### src/lcd_bias_pkg.sv
package lcd_bias_pkg;

    // mux rate encodings
    localparam logic [3:0] MUX_STATIC = 4'h0;
    localparam logic [3:0] MUX_MAX    = 4'h7;
    localparam logic [3:0] MUX_5      = 4'h4;

    // pump reference select encodings
    localparam logic [1:0] REF_INTERNAL = 2'h0;
    localparam logic [1:0] REF_EXTERNAL = 2'h1;

    // field widths and reset values
    localparam int          LEVEL_W         = 4;
    localparam int          REF_W           = 2;
    localparam int          AUTO_DIS_W      = 4;
    localparam logic [3:0]  LEVEL_RESET     = 4'h0;

    // peak voltage source
    typedef enum logic [1:0] {
        SRC_OFF,
        SRC_SUPPLY,
        SRC_PUMP,
        SRC_EXTERNAL
    } vsrc_t;

    // pump supervision state
    typedef enum logic [1:0] {
        PUMP_IDLE,
        PUMP_RUN,
        PUMP_PAUSED,
        PUMP_FAULT
    } pump_state_t;

endpackage

### src/seg_pin_mux.sv
`timescale 1ns/1ps
// one shared pin: common line wins over segment select, else select picks lcd or gpio
module seg_pin_mux
(
    input  wire logic mclk,
    input  wire logic srst,
    input  wire logic is_shared,
    input  wire logic com_needed,
    input  wire logic seg_sel,
    output logic      pin_is_com_q,
    output logic      pin_is_lcd_q
);
    logic com_d;
    logic lcd_d;

    always_comb
    begin
        com_d = com_needed;
        // dedicated pins are always lcd regardless of the select bit
        lcd_d = com_needed | !is_shared | seg_sel;
    end

    always_ff @(posedge mclk)
    begin
        if (srst)
        begin
            pin_is_com_q <= 1'b0;
            pin_is_lcd_q <= 1'b0;
        end
        else
        begin
            pin_is_com_q <= com_d;
            pin_is_lcd_q <= lcd_d;
        end
    end
endmodule

### src/bias_select.sv
`timescale 1ns/1ps
// bias divider and pin routing for the intermediate levels
module bias_select
(
    input  wire logic       mclk,
    input  wire logic       srst,
    input  wire logic       gen_allowed,
    input  wire logic [3:0] mux_rate,
    input  wire logic       half_bias_select,
    input  wire logic       bias_to_pins,
    input  wire logic       external_bias_select,
    input  wire logic       low_rail_external,
    output logic            divider_on_q,
    output logic            half_bias_q,
    output logic            top_rail_used_q,
    output logic            two_third_used_q,
    output logic            mid_bias_used_q,
    output logic            mid_is_half_q,
    output logic            low_rail_input_q
);
    logic is_static;
    logic half_eff;
    logic pins_used;
    logic div_d;
    logic half_d;
    logic top_d;
    logic two_d;
    logic mid_d;
    logic midh_d;
    logic low_d;

    always_comb
    begin
        is_static = (mux_rate == lcd_bias_pkg::MUX_STATIC);
        // 5-mux and above only run third bias
        half_eff  = half_bias_select && (mux_rate < lcd_bias_pkg::MUX_5);
        pins_used = bias_to_pins | external_bias_select;
        div_d     = gen_allowed && !is_static && !external_bias_select;
        half_d    = half_eff;
        top_d     = pins_used;
        two_d     = pins_used && !is_static && !half_eff;
        mid_d     = pins_used && !is_static;
        midh_d    = half_eff;
        low_d     = low_rail_external;
    end

    always_ff @(posedge mclk)
    begin
        if (srst)
        begin
            divider_on_q     <= 1'b0;
            half_bias_q      <= 1'b0;
            top_rail_used_q  <= 1'b0;
            two_third_used_q <= 1'b0;
            mid_bias_used_q  <= 1'b0;
            mid_is_half_q    <= 1'b0;
            low_rail_input_q <= 1'b0;
        end
        else
        begin
            divider_on_q     <= div_d;
            half_bias_q      <= half_d;
            top_rail_used_q  <= top_d;
            two_third_used_q <= two_d;
            mid_bias_used_q  <= mid_d;
            mid_is_half_q    <= midh_d;
            low_rail_input_q <= low_d;
        end
    end
endmodule

### src/lcd_bias_supply_control.sv
`timescale 1ns/1ps
module lcd_bias_supply_control
#(
    parameter int           NUM_PINS    = 8,
    parameter logic [7:0]   SHARED_MASK = 8'hFE,
    parameter int           NUM_COMS    = 8
)
(
    input  wire logic                  mclk,
    input  wire logic                  srst,
    input  wire logic                  source_clock_off,
    input  wire logic                  module_on,
    input  wire logic                  external_voltage_select,
    input  wire logic [3:0]            pump_voltage_level,
    input  wire logic [1:0]            reference_select,
    input  wire logic                  pump_enable,
    input  wire logic                  pump_run_enable,
    input  wire logic [3:0]            pump_auto_disable_sel,
    input  wire logic [3:0]            auto_disable_active,
    input  wire logic [1:0]            pump_reference_select,
    input  wire logic                  bias_to_pins,
    input  wire logic                  external_bias_select,
    input  wire logic                  low_rail_external,
    input  wire logic                  half_bias_select,
    input  wire logic [3:0]            mux_rate,
    input  wire logic [NUM_PINS-1:0]   segment_pin_select,
    input  wire logic [NUM_PINS-1:0]   pin_com_index_valid,
    input  wire logic                  capacitor_present,
    input  wire logic                  missing_capacitor_clear,
    input  wire logic                  missing_capacitor_irq_enable,
    output logic [1:0]                 peak_source_q,
    output logic                       pump_on_q,
    output logic [3:0]                 pump_level_q,
    output logic                       pump_ext_ref_q,
    output logic                       pump_capacitor_pin_input_q,
    output logic                       top_rail_pin_drive_q,
    output logic                       top_rail_pin_input_q,
    output logic                       divider_on_q,
    output logic                       half_bias_q,
    output logic                       two_third_pin_used_q,
    output logic                       mid_bias_pin_used_q,
    output logic                       mid_is_half_q,
    output logic                       low_rail_pin_input_q,
    output logic [NUM_COMS-1:0]        common_line_active_q,
    output logic [NUM_PINS-1:0]        pin_is_com_q,
    output logic [NUM_PINS-1:0]        pin_is_lcd_q,
    output logic                       missing_capacitor_flag,
    output logic                       missing_capacitor_irq_q
);

    ////////////////////////////////////////////////////////////////////////////
    // voltage source selection

    logic                      gen_allowed;
    logic                      top_used;
    lcd_bias_pkg::vsrc_t       src_d;
    lcd_bias_pkg::vsrc_t       src_q;
    logic [3:0]                level_d;
    logic [3:0]                level_q;
    logic                      extref_d;
    logic                      extref_q;
    logic                      capin_d;
    logic                      capin_q;
    logic                      topdrv_d;
    logic                      topdrv_q;
    logic                      topin_d;
    logic                      topin_q;

    always_comb
    begin
        gen_allowed = !source_clock_off && module_on;
        if (!gen_allowed)
            src_d = lcd_bias_pkg::SRC_OFF;
        else if (external_voltage_select)
            src_d = lcd_bias_pkg::SRC_EXTERNAL;
        else if (pump_enable && pump_voltage_level != lcd_bias_pkg::LEVEL_RESET)
            src_d = lcd_bias_pkg::SRC_PUMP;
        else if (pump_voltage_level == lcd_bias_pkg::LEVEL_RESET && reference_select == 2'h0)
            src_d = lcd_bias_pkg::SRC_SUPPLY;
        else
            src_d = lcd_bias_pkg::SRC_OFF;
        level_d  = pump_voltage_level;
        extref_d = (pump_reference_select == lcd_bias_pkg::REF_EXTERNAL)
                   && !bias_to_pins && !external_bias_select;
        capin_d  = external_voltage_select;
        // ladder power can be switched off with the module: top pin driven only while generating
        topdrv_d = top_used && !external_voltage_select && gen_allowed;
        topin_d  = top_used && external_voltage_select;
    end

    always_ff @(posedge mclk)
    begin
        if (srst)
        begin
            src_q    <= lcd_bias_pkg::SRC_OFF;
            level_q  <= lcd_bias_pkg::LEVEL_RESET;
            extref_q <= 1'b0;
            capin_q  <= 1'b0;
            topdrv_q <= 1'b0;
            topin_q  <= 1'b0;
        end
        else
        begin
            src_q    <= src_d;
            level_q  <= level_d;
            extref_q <= extref_d;
            capin_q  <= capin_d;
            topdrv_q <= topdrv_d;
            topin_q  <= topin_d;
        end
    end

    assign peak_source_q              = src_q;
    assign pump_level_q               = level_q;
    assign pump_ext_ref_q             = extref_q;
    assign pump_capacitor_pin_input_q = capin_q;
    assign top_rail_pin_drive_q       = topdrv_q;
    assign top_rail_pin_input_q       = topin_q;

    ////////////////////////////////////////////////////////////////////////////
    // pump supervision

    lcd_bias_pkg::pump_state_t pst_d;
    lcd_bias_pkg::pump_state_t pst_q;
    logic                      pump_want;
    logic                      auto_off;
    logic                      flag_d;
    logic                      flag_q;
    logic                      on_d;
    logic                      on_q;
    logic                      irq_d;
    logic                      irq_q;

    always_comb
    begin
        pump_want = gen_allowed && !external_voltage_select && pump_enable
                    && pump_voltage_level != lcd_bias_pkg::LEVEL_RESET;
        auto_off  = |(pump_auto_disable_sel & auto_disable_active);
        pst_d     = pst_q;
        case (pst_q)
            lcd_bias_pkg::PUMP_IDLE:
                // a start while paused must not pulse the pump for one cycle
                if (pump_want && (!pump_run_enable || auto_off))
                    pst_d = lcd_bias_pkg::PUMP_PAUSED;
                else if (pump_want)
                    pst_d = lcd_bias_pkg::PUMP_RUN;
            lcd_bias_pkg::PUMP_RUN, lcd_bias_pkg::PUMP_PAUSED:
                if (!pump_want)
                    pst_d = lcd_bias_pkg::PUMP_IDLE;
                else if (!capacitor_present)
                    pst_d = lcd_bias_pkg::PUMP_FAULT;
                else if (!pump_run_enable || auto_off)
                    pst_d = lcd_bias_pkg::PUMP_PAUSED;
                else
                    pst_d = lcd_bias_pkg::PUMP_RUN;
            lcd_bias_pkg::PUMP_FAULT:
                // stays off until software drops the pump enable and sets it again
                if (!pump_enable)
                    pst_d = lcd_bias_pkg::PUMP_IDLE;
            default:
                pst_d = lcd_bias_pkg::PUMP_IDLE;
        endcase
        // set wins over a clear in the same cycle
        flag_d = (pst_d == lcd_bias_pkg::PUMP_FAULT && pst_q != lcd_bias_pkg::PUMP_FAULT)
                 || (flag_q && !missing_capacitor_clear);
        on_d   = (pst_d == lcd_bias_pkg::PUMP_RUN);
        irq_d  = flag_d && missing_capacitor_irq_enable;
    end

    always_ff @(posedge mclk)
    begin
        if (srst)
        begin
            pst_q  <= lcd_bias_pkg::PUMP_IDLE;
            flag_q <= 1'b0;
            on_q   <= 1'b0;
            irq_q  <= 1'b0;
        end
        else
        begin
            pst_q  <= pst_d;
            flag_q <= flag_d;
            on_q   <= on_d;
            irq_q  <= irq_d;
        end
    end

    assign pump_on_q               = on_q;
    assign missing_capacitor_flag  = flag_q;
    assign missing_capacitor_irq_q = irq_q;

    ////////////////////////////////////////////////////////////////////////////
    // bias generation

    bias_select u_bias
    (
        .mclk                 (mclk),
        .srst                 (srst),
        .gen_allowed          (gen_allowed),
        .mux_rate             (mux_rate),
        .half_bias_select     (half_bias_select),
        .bias_to_pins         (bias_to_pins),
        .external_bias_select (external_bias_select),
        .low_rail_external    (low_rail_external),
        .divider_on_q         (divider_on_q),
        .half_bias_q          (half_bias_q),
        .top_rail_used_q      (top_used),
        .two_third_used_q     (two_third_pin_used_q),
        .mid_bias_used_q      (mid_bias_pin_used_q),
        .mid_is_half_q        (mid_is_half_q),
        .low_rail_input_q     (low_rail_pin_input_q)
    );

    ////////////////////////////////////////////////////////////////////////////
    // common lines and pin functions

    logic [NUM_COMS-1:0] com_d;
    logic [NUM_COMS-1:0] com_q;
    logic [3:0]          rate_clip;

    always_comb
    begin
        // codes above 0111 are treated as 8 commons
        rate_clip = (mux_rate > lcd_bias_pkg::MUX_MAX) ? lcd_bias_pkg::MUX_MAX : mux_rate;
        for (int i = 0; i < NUM_COMS; i++)
            com_d[i] = (i <= int'(rate_clip));
    end

    always_ff @(posedge mclk)
    begin
        if (srst)
            com_q <= '0;
        else
            com_q <= com_d;
    end

    assign common_line_active_q = com_q;

    // pin k is assumed to double as common line k when pin_com_index_valid[k] is set
    for (genvar k = 0; k < NUM_PINS; k++)
    begin : g_pin
        seg_pin_mux u_pin
        (
            .mclk         (mclk),
            .srst         (srst),
            .is_shared    (SHARED_MASK[k]),
            .com_needed   (pin_com_index_valid[k] && k < NUM_COMS && com_d[k % NUM_COMS]),
            .seg_sel      (segment_pin_select[k]),
            .pin_is_com_q (pin_is_com_q[k]),
            .pin_is_lcd_q (pin_is_lcd_q[k])
        );
    end
endmodule

### config.mk
export PLATFORM = sky130hd
export DESIGN_NAME = lcd_bias_supply_control
export DESIGN_NICKNAME = d
export VERILOG_FILES = /design/src/lcd_bias_pkg.sv /design/src/seg_pin_mux.sv /design/src/bias_select.sv /design/src/lcd_bias_supply_control.sv
export SDC_FILE = /design/constraint.sdc
export NUM_CORES = 1
export LEC_CHECK = 0
export ABC_CLOCK_PERIOD_IN_PS = 2000
export BUFFER_PORTS_ARGS = -buffer_cell sky130_fd_sc_hd__buf_4
export CAP_MARGIN = 20
export CORE_MARGIN = 8
export CORE_UTILIZATION = 44
export CTS_BUF_LIST = sky130_fd_sc_hd__clkbuf_4 sky130_fd_sc_hd__clkbuf_8
export CTS_CLUSTER_SIZE = 16
export DETAILED_ROUTE_END_ITERATION = 6
export PLACE_DENSITY = 0.81
export SLEW_MARGIN = 40
export SYNTH_ARGS = -nofsm -noshare
export SYNTH_HDL_FRONTEND = slang
export SYNTH_SLANG_ARGS = --single-unit
### constraint.sdc
create_clock -name mclk -period 2 [get_ports mclk]
set_input_delay 0.2 -clock mclk [delete_from_list [all_inputs] [get_ports mclk]]
set_output_delay 0.2 -clock mclk [all_outputs]
set_load 0.05 [all_outputs]
==> summary by stage <==
Power
The cell leakage power is roughly 1.1 nW. For this design the ratio of total power to cell area is about 830 nW/µm². VDD sags by at most slightly above 600 µV.

Clocking
The number of buffers created by CTS is 5. The longest clock path from root to sink contains 2 buffers. The root buffer cell chosen for the clock tree is clkbuf_4. The clock-pin slew of the registers on the worst-case setup and hold paths is between 100 and 150 ps. At the later pin of the worst-skew pair, clock insertion delay measures approximately 350 ps. In this run the post-CTS setup repair buffer count came out at 0. The TritonCTS sink count is between 40 and 50. The H-tree depth reported by CTS is 2. The number of gates resized after cts is 0. The clock tree from TritonCTS is done.

Finish
The share of final-layout standard cells stronger than drive strength 1 is 0.449. The library cells used most frequently in the layout, excluding fill and tap cells, are 92 x buf_4, 44 x dfxtp_1, 15 x nor2_1. The total inserted antenna cells is 0. The library cell used most frequently in the layout, excluding fill and tap cells, is buf_4. At the end of the flow, the number of nets in the layout was ~290. The synthesis-to-layout area growth is 46.0%.

Timing
On the final layout, the worst clock skew is 6.36 ps. The number of endpoints with negative hold slack in the final report is 0. After routing, the total negative slack on setup checks comes to 0 ps. The fmax is 597 MHz. For the finished layout, the period the worst path requires is 1670 ps. The worst pin sits at a relative slew slack of 0.605. Setup repair after global routing left no endpoint under its margin. Hold is met by between 30 and 40 ps. The slew at the pin closest to its max-slew limit is just under 600 ps. Setup violations remaining at the end of the flow were counted as 0. The max-slew violation count is 0. In the finished design, the share of the clock period the worst path needs comes to 0.837.

Logic synthesis
The number of nets in the synthesized netlist is 205. The cell count after synthesis is about 150. The netlist uses 30 different library cells. The post-synthesis cell area is 1560 µm².

After synthesis the netlist holds a flip-flop and latch count of 44. The mean post-synth cell area is about 10 µm². During synthesis, Yosys emitted a total of 0 warnings.

The share of the Yosys chip area taken by registers is 0.563.

Place
The HPWL after detailed placement is 3160 µm. The number of port buffers is ~90. The final estimated routing congestion in global placement is around 0.86.

Global routing
The aggregate global-route resource usage is 0.137. The via count of the first global-routing pass is ~1300. Summed over all layers, the global routing overflow is 0. The first global-routing pass estimated 5750 µm of wire. The number of antenna violations at the first check in global routing was 0. Entering global routing, the biggest net connects 24 pins.

Route
For this block, the initial DRC count from the detailed router was between 50 and 60. The remaining design rule violation count is 0. The detail route stage leaves a number of antenna-violating nets equal to 0. Across all layers, the routed design uses around 1300 vias. The first detailed-routing pass took 4 iterations. After detailed routing, the average wire length per cell comes to 14.2 µm.

The routed design has ~4000 µm of wire. The post-detailed-route via-to-cell ratio is around 4.7.

Job
The number of max-capacitance violations reported is 0.

Floorplanning
For this configuration, the core starts out at a cell density of 0.461. The number of rows created at floorplan is 21. The area of the die is ~5700 µm². The die is 75.6 µm tall. The number of top-level pins is 93. The core area is around 3400 µm². The overall die width is approximately 76 µm.

Outcome
The run finished with clean final reports.

Worst setup path
The worst setup path is launched from a flop. The library cell contributing the largest single delay on the critical path is dfxtp_1. The capturing element type of the critical path is a flop. Walking the worst path, the cells encountered are ha_1 -> and3_1 -> nor3_1 -> nor4_1 -> a211oi_2 -> o41ai_2. Among cell families on the critical path, the largest total delay comes from simple AND/OR/NAND/NOR gates. The buffers plus inverters on the worst setup path is 0. Along the worst path, the maximum fanout reaches 4. In this design, the stage delay of the slowest critical-path cell is about 380 ps. Data arrives at the worst endpoint at between 1500 and 2000 ps. The required time at the worst-slack endpoint is around 2300 ps.

The type of the worst setup path is flop to flop.

Hold path
The worst hold-check path type is input pin to flop.
-- per-stage QoR --
step	total power [mW]	utilization	worst slack [ps]	instance area (µm²)	cells
global route	1.97	0.674	192	2280	282
global placement	1.35	0.640	388	2170	271
detailed placement	1.35	0.640	352	2170	271
finish	1.89	0.674	326	2280	282
CTS	1.91	0.671	325	2270	281
floorplan	1.21	-	498	1560	153
-- power by group --
part | leakage [nW] | switching (mW) | internal (mW) | total (mW)
sequential | 0.365 | 0.0124 | 0.923 | 0.935
clock | 0.0418 | 0.290 | 0.267 | 0.557
combinational | 0.735 | 0.247 | 0.154 | 0.401
-- flip-flops by register name, indices dropped and copies added, names as in the netlist --
name	count
g_pin.u_pin.pin_is_lcd_q	7
u_bias.mid_bias_used_q	1
pump_on_q	1
common_line_active_q	8
u_bias.two_third_used_q	1
g_pin.u_pin.pin_is_com_q	8
u_bias.low_rail_input_q	1
missing_capacitor_flag	1
top_rail_pin_input_q	1
u_bias.top_rail_used_q	1
missing_capacitor_irq_q	1
peak_source_q	2
u_bias.divider_on_q	1
pump_ext_ref_q	1
u_bias.half_bias_q	1
pst_q	2
pump_capacitor_pin_input_q	1
top_rail_pin_drive_q	1
pump_level_q	4
-- synthesized netlist by cell type --
master | number | area share
o21ai_0 | 2 | 0.0064
and3_1 | 3 | 0.012
nor3_1 | 7 | 0.022
nor4_1 | 3 | 0.012
nor2_1 | 15 | 0.036
o41ai_2 | 2 | 0.021
nor2b_1 | 7 | 0.028
clkbuf_1 | 2 | 0.0048
or3_1 | 1 | 0.0040
o21a_1 | 1 | 0.0048
a211oi_2 | 1 | 0.0080
nand2b_4 | 1 | 0.0088
nand2_1 | 3 | 0.0072
a21oi_1 | 7 | 0.022
o31ai_1 | 1 | 0.0048
a21o_1 | 7 | 0.034
o21ai_1 | 1 | 0.0032
a222oi_1 | 1 | 0.0064
nand3_1 | 2 | 0.0064
clkinv_1 | 1 | 0.0024
dfxtp_1 | 44 | 0.56
ha_1 | 2 | 0.016
a21boi_0 | 1 | 0.0048
nand2b_1 | 2 | 0.0080
a22oi_1 | 1 | 0.0048
or3_4 | 1 | 0.0072
buf_4 | 18 | 0.086
nor4_2 | 1 | 0.0080
inv_1 | 8 | 0.019
and2_1 | 7 | 0.028
-- layout make-up --
type                            count  area, µm²
Fill cell                         289       1110
Sequential cell                    44        881
Timing Repair Buffer               95        721
Multi-Input combinational cell     80        507
Tap cell                           46       57.6
Clock inverter                      3       46.3
Clock buffer                        5       37.5
Inverter                            9       33.8
-- cells by family (layout without fill, tap and decap cells) --
kind of cell    after synthesis  count (layout)  share of synthesized area
buf+inv                      29             112                      0.113
flops                        44              44                      0.563
compound gates               25              25                      0.120
simple gates                 53              53                      0.188
fa+ha+maj                     2               2                     0.0160
-- path summary, 6_finish.rpt --
path | startpoint | to | slack, ps | cells after the start
hold reg to reg | u_bias.top_rail_used_q | top_rail_pin_drive_q | 450 | 2
setup reg to reg | pst_q[1] | missing_capacitor_irq_q | 330 | 6
setup / recovery | pst_q[1] | missing_capacitor_irq_q | 330 | 6
hold / removal | segment_pin_select[3] | g_pin[3].u_pin.pin_is_lcd_q | 30 | 2
-- per-layer routing --
metal	up-vias	GRT usage	wire length [µm]
met3	7	0.0645	461
li1	654	-	-
met5	-	0	0
met2	61	0.239	2040
met4	0	0.0725	85
met1	591	0.131	1410
-- what timing repair did --
action / 4_1_cts / 5_1_grt
hold buffers: 2 / 1
endpoints found under the setup margin: 0 / 0
endpoints found under the hold margin: 2 / 1
(Power assumes the default switching activity.)
